$ cat config.mk
export PLATFORM = sky130hd
export DESIGN_NAME = ddrh_port
export DESIGN_NICKNAME = d
export VERILOG_FILES = /design/src/ddrh_pkg.sv /design/src/ddrh_port.sv /design/src/ddrh_state_sw.sv
export VERILOG_INCLUDE_DIRS = /design/src
export SDC_FILE = /design/constraint.sdc
export NUM_CORES = 2
export LEC_CHECK = 0
export BUFFER_PORTS_ARGS = -buffer_cell sky130_fd_sc_hd__buf_4
export CORE_ASPECT_RATIO = 2
export CORE_MARGIN = 4
export CORE_UTILIZATION = 50
export DETAILED_ROUTE_END_ITERATION = 10
export PLACE_DENSITY = 0.69
export SYNTH_ARGS = -nofsm -noshare
export SYNTH_HDL_FRONTEND = slang
export SYNTH_HIERARCHICAL = 1
export SYNTH_SLANG_ARGS = --single-unit
$ cat constraint.sdc
create_clock -name i_clk_sys -period 2.75 [get_ports i_clk_sys]
set_clock_uncertainty 0.15 [all_clocks]
set_input_delay 0.55 -clock i_clk_sys [delete_from_list [all_inputs] [get_ports i_clk_sys]]
set_output_delay 0.55 -clock i_clk_sys [all_outputs]
set_load 0.01 [all_outputs]
$ cat src/ddrh_defs.svh
// Register offsets, field positions, reset values, clock rate in MHz and switch time in ns of the host port
`ifndef DDRH_DEFS_SVH
`define DDRH_DEFS_SVH
`define DDRH_OFS_CTRL 8'h00
`define DDRH_OFS_STATUS 8'h04
`define DDRH_OFS_MR0 8'h08
`define DDRH_OFS_MR1 8'h0c
`define DDRH_OFS_MR2 8'h10
`define DDRH_OFS_MR3 8'h14
`define DDRH_OFS_CFG 8'h18
`define DDRH_CTRL_TRIG 0
`define DDRH_CTRL_REQ_LSB 14
`define DDRH_STAT_ACK 0
`define DDRH_STAT_BUSY 1
`define DDRH_STAT_STATE_LSB 2
`define DDRH_CFG_MAP 0
`define DDRH_MR_RST 16'h0000
`define DDRH_CFG_RST 1'b0
`define DDRH_CLK_MHZ 25
`define DDRH_T_SWITCH_NS 200
`endif

$ cat src/ddrh_pkg.sv
// Types shared by the host port and its state switcher
package ddrh_pkg;
  typedef enum logic [1:0] {
    DDRH_ST_ACTIVE = 2'h0,
    DDRH_ST_PDOWN = 2'h1,
    DDRH_ST_SREF = 2'h2,
    DDRH_ST_MRS = 2'h3
  } ddrh_dram_e;
  typedef enum logic [1:0] {
    DDRH_SW_IDLE = 2'h0,
    DDRH_SW_WAIT = 2'h1,
    DDRH_SW_APPLY = 2'h3
  } ddrh_sw_e;
endpackage

$ cat src/ddrh_port.sv
// AXI4 data port and Wishbone configuration port of the DRAM controller
// Functional notes
// - Write address taken when awvalid and awready
// - Write burst beats equal awlen plus one
// - Read address taken when arvalid and arready
// - Read burst beats equal arlen plus one
// - Write beat counts only with wready high
// - Read beats flagged valid, last beat flagged
// - Config access takes at least two cycles
// - Config access completes on request plus ready
// - Config read data valid at completion only
// - State change applied only between bursts
// - Address split row-bank-column or bank-row-column
//
// Chosen here: the register offsets and the Wishbone slave port.
`timescale 1ns/100ps
`include "ddrh_defs.svh"
module ddrh_port #(
  parameter int ID_W = 4,
  parameter int COL_W = 3,
  parameter int BANK_W = 1,
  parameter int ROW_W = 2
) (
  // Clock and reset
  input wire logic i_clk_sys,
  input wire logic i_nrst,
  // AXI write address
  input wire logic i_axi_awvalid,
  output logic o_axi_awready,
  input wire logic [31:0] i_axi_awaddr,
  input wire logic [ID_W-1:0] i_axi_awid,
  input wire logic [7:0] i_axi_awlen,
  // AXI write data
  input wire logic i_axi_wvalid,
  output logic o_axi_wready,
  input wire logic [31:0] i_axi_wdata,
  input wire logic [3:0] i_axi_wstrb,
  input wire logic i_axi_wlast,
  // AXI write response, never raised
  output logic o_axi_bvalid,
  output logic [ID_W-1:0] o_axi_bid,
  output logic [1:0] o_axi_bresp,
  input wire logic i_axi_bready,
  // AXI read address
  input wire logic i_axi_arvalid,
  output logic o_axi_arready,
  input wire logic [31:0] i_axi_araddr,
  input wire logic [ID_W-1:0] i_axi_arid,
  input wire logic [7:0] i_axi_arlen,
  // AXI read data
  output logic o_axi_rvalid,
  input wire logic i_axi_rready,
  output logic [31:0] o_axi_rdata,
  output logic [ID_W-1:0] o_axi_rid,
  output logic [1:0] o_axi_rresp,
  output logic o_axi_rlast,
  // Wishbone configuration slave
  input wire logic i_wb_cyc,
  input wire logic i_wb_stb,
  input wire logic i_wb_we,
  input wire logic [7:0] i_wb_adr,
  input wire logic [3:0] i_wb_sel,
  input wire logic [31:0] i_wb_dat,
  output logic [31:0] o_wb_dat,
  output logic o_wb_ack,
  // DRAM state and mode-register load
  output logic [1:0] o_dram_state,
  output logic o_mr_load
);
  localparam int MEM_AW = COL_W + BANK_W + ROW_W;
  localparam int DEPTH = 1 << MEM_AW;
  localparam int APPLY_CYC = (`DDRH_T_SWITCH_NS * `DDRH_CLK_MHZ + 999) / 1000;

  logic [31:0] mem [DEPTH];

  // Byte address to storage index, honouring the mapping order
  function automatic logic [MEM_AW-1:0] map_idx(input logic [31:0] a, input logic bank_first);
    logic [MEM_AW-1:0] w;
    logic [COL_W-1:0] col;
    logic [BANK_W-1:0] bank;
    logic [ROW_W-1:0] row;
    w = a[MEM_AW+1:2];
    col = w[COL_W-1:0];
    if (bank_first)
    begin
      row = w[COL_W +: ROW_W];
      bank = w[COL_W+ROW_W +: BANK_W];
    end
    else
    begin
      bank = w[COL_W +: BANK_W];
      row = w[COL_W+BANK_W +: ROW_W];
    end
    map_idx = {bank, row, col};
  endfunction

  // Byte-lane merge for register and storage writes
  function automatic logic [31:0] merge(input logic [31:0] o, input logic [31:0] n,
                                        input logic [3:0] s);
    merge = o;
    for (int i = 0; i < 4; i++)
      if (s[i])
        merge[8*i +: 8] = n[8*i +: 8];
  endfunction

  // AXI channel state
  logic w_act_reg, w_act_next, r_act_reg, r_act_next;
  logic [31:0] w_addr_reg, w_addr_next, r_addr_reg, r_addr_next;
  logic [7:0] w_len_reg, w_len_next, w_cnt_reg, w_cnt_next;
  logic [7:0] r_len_reg, r_len_next, r_cnt_reg, r_cnt_next;
  logic [ID_W-1:0] r_id_reg, r_id_next;
  logic [31:0] rdata_reg, rdata_next;
  logic rvalid_reg, rvalid_next, rlast_reg, rlast_next;
  // Configuration registers
  logic [15:0] mr_reg [4];
  logic [15:0] mr_next [4];
  logic cfg_map_reg, cfg_map_next;
  ddrh_pkg::ddrh_dram_e req_reg, req_next;
  logic ack_reg, ack_next;
  logic [31:0] wbdat_reg, wbdat_next;
  logic trig;
  // Switcher status
  ddrh_pkg::ddrh_dram_e sw_state;
  logic sw_ack, sw_busy;
  logic open_gate, w_beat, r_beat, wb_req;
  logic [31:0] rd_word;

  ddrh_state_sw #(
    .APPLY_CYC(APPLY_CYC)
  ) u_sw (
    .i_clk_sys(i_clk_sys),
    .i_nrst(i_nrst),
    .i_trig(trig),
    .i_req(req_next),
    .i_bus_idle(!w_act_reg && !r_act_reg),
    .o_state(sw_state),
    .o_ack(sw_ack),
    .o_busy(sw_busy),
    .o_mr_load(o_mr_load)
  );

  // New bursts start only in the active state with no switch pending
  assign open_gate = (sw_state == ddrh_pkg::DDRH_ST_ACTIVE) && !sw_busy;
  assign o_axi_awready = open_gate && !w_act_reg;
  assign o_axi_arready = open_gate && !r_act_reg;
  assign o_axi_wready = w_act_reg;
  assign w_beat = w_act_reg && i_axi_wvalid;
  assign r_beat = rvalid_reg && i_axi_rready;
  assign rd_word = mem[map_idx(r_addr_reg + 32'h4, cfg_map_reg)];

  always_comb
  begin
    w_act_next = w_act_reg;
    w_addr_next = w_addr_reg;
    w_len_next = w_len_reg;
    w_cnt_next = w_cnt_reg;
    r_act_next = r_act_reg;
    r_addr_next = r_addr_reg;
    r_len_next = r_len_reg;
    r_cnt_next = r_cnt_reg;
    r_id_next = r_id_reg;
    rdata_next = rdata_reg;
    rvalid_next = rvalid_reg;
    rlast_next = rlast_reg;
    if (i_axi_awvalid && o_axi_awready)
    begin
      w_act_next = 1'b1;
      w_addr_next = i_axi_awaddr;
      w_len_next = i_axi_awlen;
      w_cnt_next = 8'h00;
    end
    else if (w_beat)
    begin
      w_addr_next = w_addr_reg + 32'h4;
      w_cnt_next = w_cnt_reg + 8'h01;
      if (w_cnt_reg == w_len_reg)
        w_act_next = 1'b0;
    end
    if (i_axi_arvalid && o_axi_arready)
    begin
      r_act_next = 1'b1;
      r_addr_next = i_axi_araddr;
      r_len_next = i_axi_arlen;
      r_cnt_next = 8'h00;
      r_id_next = i_axi_arid;
      rdata_next = mem[map_idx(i_axi_araddr, cfg_map_reg)];
      rvalid_next = 1'b1;
      rlast_next = (i_axi_arlen == 8'h00);
    end
    else if (r_beat)
    begin
      if (r_cnt_reg == r_len_reg)
      begin
        r_act_next = 1'b0;
        rvalid_next = 1'b0;
        rlast_next = 1'b0;
      end
      else
      begin
        r_addr_next = r_addr_reg + 32'h4;
        r_cnt_next = r_cnt_reg + 8'h01;
        rdata_next = rd_word;
        rlast_next = (r_cnt_reg + 8'h01 == r_len_reg);
      end
    end
  end

  always_ff @(posedge i_clk_sys)
  begin
    if (!i_nrst)
    begin
      w_act_reg <= 1'b0;
      w_addr_reg <= 32'h0;
      w_len_reg <= 8'h00;
      w_cnt_reg <= 8'h00;
      r_act_reg <= 1'b0;
      r_addr_reg <= 32'h0;
      r_len_reg <= 8'h00;
      r_cnt_reg <= 8'h00;
      r_id_reg <= '0;
      rdata_reg <= 32'h0;
      rvalid_reg <= 1'b0;
      rlast_reg <= 1'b0;
    end
    else
    begin
      w_act_reg <= w_act_next;
      w_addr_reg <= w_addr_next;
      w_len_reg <= w_len_next;
      w_cnt_reg <= w_cnt_next;
      r_act_reg <= r_act_next;
      r_addr_reg <= r_addr_next;
      r_len_reg <= r_len_next;
      r_cnt_reg <= r_cnt_next;
      r_id_reg <= r_id_next;
      rdata_reg <= rdata_next;
      rvalid_reg <= rvalid_next;
      rlast_reg <= rlast_next;
    end
  end

  // Storage written per strobed byte lane with the beat
  always_ff @(posedge i_clk_sys)
  begin
    if (w_beat)
      mem[map_idx(w_addr_reg, cfg_map_reg)] <=
        merge(mem[map_idx(w_addr_reg, cfg_map_reg)], i_axi_wdata, i_axi_wstrb);
  end

  assign o_axi_rvalid = rvalid_reg;
  assign o_axi_rdata = rdata_reg;
  assign o_axi_rid = r_id_reg;
  assign o_axi_rresp = 2'h0;
  assign o_axi_rlast = rlast_reg;
  assign o_axi_bvalid = 1'b0;
  assign o_axi_bid = '0;
  assign o_axi_bresp = 2'h0;

  // Configuration slave: ack one cycle after the request, write at ack edge
  assign wb_req = i_wb_cyc && i_wb_stb;
  assign trig = wb_req && i_wb_we && ack_reg && (i_wb_adr == `DDRH_OFS_CTRL) &&
                i_wb_sel[0] && i_wb_sel[1] && i_wb_dat[`DDRH_CTRL_TRIG];

  always_comb
  begin
    ack_next = wb_req && !ack_reg;
    wbdat_next = wbdat_reg;
    cfg_map_next = cfg_map_reg;
    req_next = req_reg;
    for (int i = 0; i < 4; i++)
      mr_next[i] = mr_reg[i];
    if (wb_req && !ack_reg && !i_wb_we)
    begin
      case (i_wb_adr)
        `DDRH_OFS_CTRL: wbdat_next = 32'({req_reg, 14'h0000});
        `DDRH_OFS_STATUS: wbdat_next = 32'({sw_state, sw_busy, sw_ack});
        `DDRH_OFS_MR0: wbdat_next = 32'(mr_reg[0]);
        `DDRH_OFS_MR1: wbdat_next = 32'(mr_reg[1]);
        `DDRH_OFS_MR2: wbdat_next = 32'(mr_reg[2]);
        `DDRH_OFS_MR3: wbdat_next = 32'(mr_reg[3]);
        `DDRH_OFS_CFG: wbdat_next = 32'(cfg_map_reg);
        default: wbdat_next = 32'h0;
      endcase
    end
    if (wb_req && i_wb_we && ack_reg)
    begin
      case (i_wb_adr)
        `DDRH_OFS_CTRL:
        begin
          if (i_wb_sel[1])
            req_next = ddrh_pkg::ddrh_dram_e'(i_wb_dat[`DDRH_CTRL_REQ_LSB +: 2]);
        end
        `DDRH_OFS_MR0: mr_next[0] = 16'(merge(32'(mr_reg[0]), i_wb_dat, i_wb_sel));
        `DDRH_OFS_MR1: mr_next[1] = 16'(merge(32'(mr_reg[1]), i_wb_dat, i_wb_sel));
        `DDRH_OFS_MR2: mr_next[2] = 16'(merge(32'(mr_reg[2]), i_wb_dat, i_wb_sel));
        `DDRH_OFS_MR3: mr_next[3] = 16'(merge(32'(mr_reg[3]), i_wb_dat, i_wb_sel));
        `DDRH_OFS_CFG:
        begin
          if (i_wb_sel[0])
            cfg_map_next = i_wb_dat[`DDRH_CFG_MAP];
        end
        default: cfg_map_next = cfg_map_reg;
      endcase
    end
  end

  always_ff @(posedge i_clk_sys)
  begin
    if (!i_nrst)
    begin
      ack_reg <= 1'b0;
      wbdat_reg <= 32'h0;
      cfg_map_reg <= `DDRH_CFG_RST;
      req_reg <= ddrh_pkg::DDRH_ST_ACTIVE;
      for (int i = 0; i < 4; i++)
        mr_reg[i] <= `DDRH_MR_RST;
    end
    else
    begin
      ack_reg <= ack_next;
      wbdat_reg <= wbdat_next;
      cfg_map_reg <= cfg_map_next;
      req_reg <= req_next;
      for (int i = 0; i < 4; i++)
        mr_reg[i] <= mr_next[i];
    end
  end

  assign o_wb_ack = ack_reg;
  assign o_wb_dat = wbdat_reg;
  assign o_dram_state = sw_state;
endmodule

$ cat src/ddrh_state_sw.sv
// DRAM state switcher: applies requested state changes at safe points
`timescale 1ns/100ps
module ddrh_state_sw #(
  parameter int APPLY_CYC = 5
) (
  // Clock and reset
  input wire logic i_clk_sys,
  input wire logic i_nrst,
  // Request side
  input wire logic i_trig,
  input wire ddrh_pkg::ddrh_dram_e i_req,
  input wire logic i_bus_idle,
  // Status side
  output ddrh_pkg::ddrh_dram_e o_state,
  output logic o_ack,
  output logic o_busy,
  output logic o_mr_load
);
  ddrh_pkg::ddrh_sw_e sw_reg, sw_next;
  ddrh_pkg::ddrh_dram_e state_reg, state_next, req_reg, req_next;
  logic ack_reg, ack_next, mrl_reg, mrl_next;
  logic [7:0] cnt_reg, cnt_next;

  always_comb
  begin
    sw_next = sw_reg;
    state_next = state_reg;
    req_next = req_reg;
    ack_next = ack_reg;
    cnt_next = cnt_reg;
    mrl_next = 1'b0;
    case (sw_reg)
      ddrh_pkg::DDRH_SW_IDLE:
      begin
        if (i_trig)
        begin
          req_next = i_req;
          ack_next = 1'b0;
          sw_next = ddrh_pkg::DDRH_SW_WAIT;
        end
      end
      ddrh_pkg::DDRH_SW_WAIT:
      begin
        // Hold off until no burst is in flight
        if (i_bus_idle)
        begin
          sw_next = ddrh_pkg::DDRH_SW_APPLY;
          cnt_next = 8'h00;
        end
      end
      ddrh_pkg::DDRH_SW_APPLY:
      begin
        if (cnt_reg == 8'(APPLY_CYC - 1))
        begin
          sw_next = ddrh_pkg::DDRH_SW_IDLE;
          ack_next = 1'b1;
          if (req_reg == ddrh_pkg::DDRH_ST_MRS)
            mrl_next = 1'b1;
          else
            state_next = req_reg;
        end
        else
          cnt_next = cnt_reg + 8'h01;
      end
      default: sw_next = ddrh_pkg::DDRH_SW_IDLE;
    endcase
  end

  always_ff @(posedge i_clk_sys)
  begin
    if (!i_nrst)
    begin
      sw_reg <= ddrh_pkg::DDRH_SW_IDLE;
      state_reg <= ddrh_pkg::DDRH_ST_ACTIVE;
      req_reg <= ddrh_pkg::DDRH_ST_ACTIVE;
      ack_reg <= 1'b1;
      cnt_reg <= 8'h00;
      mrl_reg <= 1'b0;
    end
    else
    begin
      sw_reg <= sw_next;
      state_reg <= state_next;
      req_reg <= req_next;
      ack_reg <= ack_next;
      cnt_reg <= cnt_next;
      mrl_reg <= mrl_next;
    end
  end

  assign o_state = state_reg;
  assign o_ack = ack_reg;
  assign o_busy = (sw_reg != ddrh_pkg::DDRH_SW_IDLE);
  assign o_mr_load = mrl_reg;
endmodule

==> results.txt <==
Entering global routing, the biggest net connects 118 pins. The worst-case IR drop observed on VDD is around 0.52 mV. The floorplan core area is 0.206 mm². The port buffer count is 163. The H-tree generated during clock tree synthesis spans 4 levels. The largest area contributor in the synthesized netlist is edfxtp_1. The via density per instance came out at 6.91. The count of placed standard cells including taps came out at 8797. The area fraction of the dominant cell type after synthesis is 59.3%. At the later pin of the worst-skew pair, clock insertion delay measures 0.88 ns. The initialized floorplan defines about 240 standard-cell rows. For this run, the post-layout net count is 6562.

The post-synthesis to final-layout area growth is 19.3%. The number of DRC violations after detailed-routing iteration 0 is 7984. The delay of the slowest critical-path stage came out at 0.58 ns. The maximum operating frequency came out at 323 MHz.

The worst setup path is captured at a flop. The gate count after technology mapping is 5436. The number of library cell types mapped by synthesis came out at 72. The proportion of synthesized chip area in sequential cells came out at 62.9%.

The number of vias in the routed layout came out at 64.1k. The overall power of the completed layout is 75700 µW. The horizontal die dimension is 330 µm. The first-pass GRT wire length came out at 488000 µm. The run finished, with violations left.

The final weighted congestion of routability-driven global placement came out at between 0.9 and 1. The class of the worst hold path is in -> reg. The floorplan step defined a die boundary enclosing about 0.22 mm².

The clock transition at the register clock pins on the worst setup and hold paths after CTS is 0.07 ns. The fraction of the cycle the final worst path needs came out at 112%. In this run the tightest slew margin relative to its limit is 43.8%. The detailed router put a total of just over 100000 µm of wire on met1. The final cell count without fillers came out at 9269.

The reg-to-reg setup timing slack is -0.34 ns. The final worst-path setup slack came out at -0.342 ns. The most used flip-flop cell after synthesis is edfxtp_1.

The number of iterations in the first detailed-routing pass came out at 9. The slew at the pin closest to its max-slew limit came out at ~0.84 ns. The vertical extent of the die came out at 652 µm. The largest fanout on the critical path came out at 19.

Setup repair after global routing could not meet its margin everywhere. After detailed routing, the number of remaining DRC violations is 0. The static leakage power came out at 0.0406 µW. The final wirelength came out at 348000 µm.

STA classifies the critical path startpoint as a flop. The count of yosys warnings during synthesis came out at 6. The detailed route wirelength on metal2 is 175000 µm. Counting I/O delays and the setup requirement, the final critical path takes 3.09 ns.

The cell with the largest stage delay on the worst path is mux4_2. The maximum clock path buffer count came out at 4. The critical path in this run is classified as reg -> reg. Counting flops with an async set or reset pin after synthesis yields a share of 0%. The setup-violating endpoint count in the final report came out at 31. The proportion of layout cells with a drive suffix above 1 came out at 42.4%. The count of antenna-violating nets left after detailed routing came out at 0. The arrival time of the worst setup path is 3.69 ns. The final reports fail on negative setup slack. The uppermost metal layer occupied by signal nets is met5. The number of hold-slack violations in the final timing report came out at 0. The global-route usage over all layers came out at 32.3%. The effective utilization at floorplan is 50.2%. TritonCTS built the clock tree. The clock sink count came out at 2231. Walking the worst path, the cells encountered are buf_16 -> buf_6 -> buf_16 -> mux4_2 -> mux4_2 -> a22oi_1 -> a21oi_2 -> a211o_1. Clock tree synthesis selected as its root buffer the cell clkbuf_16. The length of routed met3 wiring came out at 32500 µm. The via count of the first global-routing pass is 66.4k.

In the post-synthesis netlist, the biggest area contributors are edfxtp_1 (59%), mux4_2 (26%), dfxtp_1 (3.5%). In this run the mean area of a mapped cell was 19.1 µm². The number of flops mapped to enable cells by yosys came out at 2048. The number of flip-flops in the largest register came out at 2048.

For this design the ratio of total power to cell area is 612 mW/mm². The half-perimeter wire length after detailed placement is 242000 µm. The max-capacitance violation count is 0. For this design the top-level I/O count stands at 265. The worst endpoint required time came out at 3.35 ns.

The final max-slew violation count was 0. The number of buffers created by CTS came out at 194. The number of antenna violations at the first check in global routing is 9. The mapped netlist covers just over 0.1 mm².

The post-placement setup slack is -0.818 ns. Global routing finished with a remaining overflow of 0. Synthesis inferred 2231 register bits. The detail-routed net length per standard cell came out at 37.5 µm.
-- cells in the mapped netlist, types with 7 or more instances --
library cell  instances
a221o_1               8
edfxtp_1           2048
a221oi_1             23
nand3_1              88
o211ai_1              7
xnor2_1              20
o2111ai_1            11
buf_4                62
a22oi_1              63
inv_1                12
dfxtp_1             183
a222oi_1             15
buf_1                22
and3_1               14
nand2_1             271
nand4_1              10
buf_6                19
a211o_1              15
buf_2               147
nor3b_1              10
mux2_2                7
mux4_2             1196
a211oi_1             17
o22ai_1              32
nor3_1              215
xor2_1               17
nor4_1               15
clkbuf_1            222
and2_1               16
mux2i_1             173
nor2b_1              13
a21oi_1              83
a22o_1               15
o21ai_0              28
nor2_1              231
-- layer usage --
layer  track usage, %  vias to the layer above
met5                0                        -
met4             26.8                        4
met3             6.46                     1388
met2             54.7                     4464
met1             34.7                    33206
li1                 -                    25004
-- worst paths after layout --
kind                 start         endpoint  cells after the start
max          r_addr_reg[2]  o_axi_rdata[18]                      8
min          i_axi_awvalid    w_addr_reg[6]                      5
max reg2reg  r_addr_reg[2]  o_axi_rdata[18]                      8
min reg2reg   o_axi_rid[2]     o_axi_rid[2]                      2
-- logic make-up (layout without fill, tap and decap cells) --
group / after synthesis / in the layout / synth area share, %
AND/OR/NAND/NOR: 916 / 916 / 4.00
buffers and inverters: 485 / 1548 / 2.30
AO/OA/AOI/OAI: 381 / 381 / 2.65
XOR/XNOR: 39 / 39 / 0.355
multiplexers: 1377 / 1377 / 27.8
flip-flops: 2231 / 2231 / 62.9
adder cells (fa/ha/maj): 6 / 6 / 0.0724
other: 1 / 34 / 0.00362
-- what timing repair did --
item	4_1_cts	5_1_grt
endpoints found under the hold margin	103	0
cloned	15	1
buffers inserted	38	20
pin swaps	35	24
hold buffers	51	0
resized for setup	138	57
endpoints found under the setup margin	40	82
-- power breakdown --
group | internal, µW | switching, µW
registers | 37100 | 191
clock network | 15000 | 12700
logic | 5050 | 5710
-- metrics by stage --
stage / cell area, µm² / hold WS [ns] / setup TNS, ns / util, %
finish: 124000 / 0.0361 / -7.86 / 59.9
global placement: 115000 / 0.292 / -14.18 / 55.7
floorplan: 104000 / 0.286 / 0 / -
detailed placement: 115000 / 0.298 / -14.68 / 55.7
CTS: 123000 / 0.000401 / -7.40 / 59.7
global route: 124000 / 0.0534 / -8.99 / 59.9
-- cell usage in the layout, fill, tap and decap left out, types with 14 or more instances in the layout --
master         count
edfxtp_1        2048
mux4_2          1196
buf_4            913
nand2_1          257
nor2_1           222
nor3_1           213
clkbuf_16        199
dfxtp_1          180
mux2i_1          166
buf_12           151
nand3_1           83
a21oi_1           71
dlygate4sd3_1     51
a22oi_1           45
clkinv_2          32
o22ai_1           30
buf_16            30
buf_6             29
clkbuf_1          27
conb_1            25
o21ai_0           23
clkinv_1          23
clkinvlp_4        21
xnor2_1           19
a22oi_2           18
bufinv_16         17
and2_1            16
xor2_1            16
a222oi_1          15
a211o_1           15
buf_8             15
a221oi_1          14
-- final cells by class --
type / count / area (µm²)
multi-input combinational: 2744 / 36900
clock buffer: 233 / 5170
clock inverter: 109 / 1050
antenna: 9 / 22.5
tap: 2737 / 3420
fill: 14571 / 82700
inverter: 13 / 51.3
timing repair buffer: 1193 / 11900
sequential: 2231 / 65200
-- worst max-delay path: cells and delay by family, from the launching register on --
kind            cells  cell delay [ns]
buf+inv             3             0.64
compound gates      3             0.61
flops               1             0.39
mux                 2             1.13
Power figures use the tool's default switching activity.
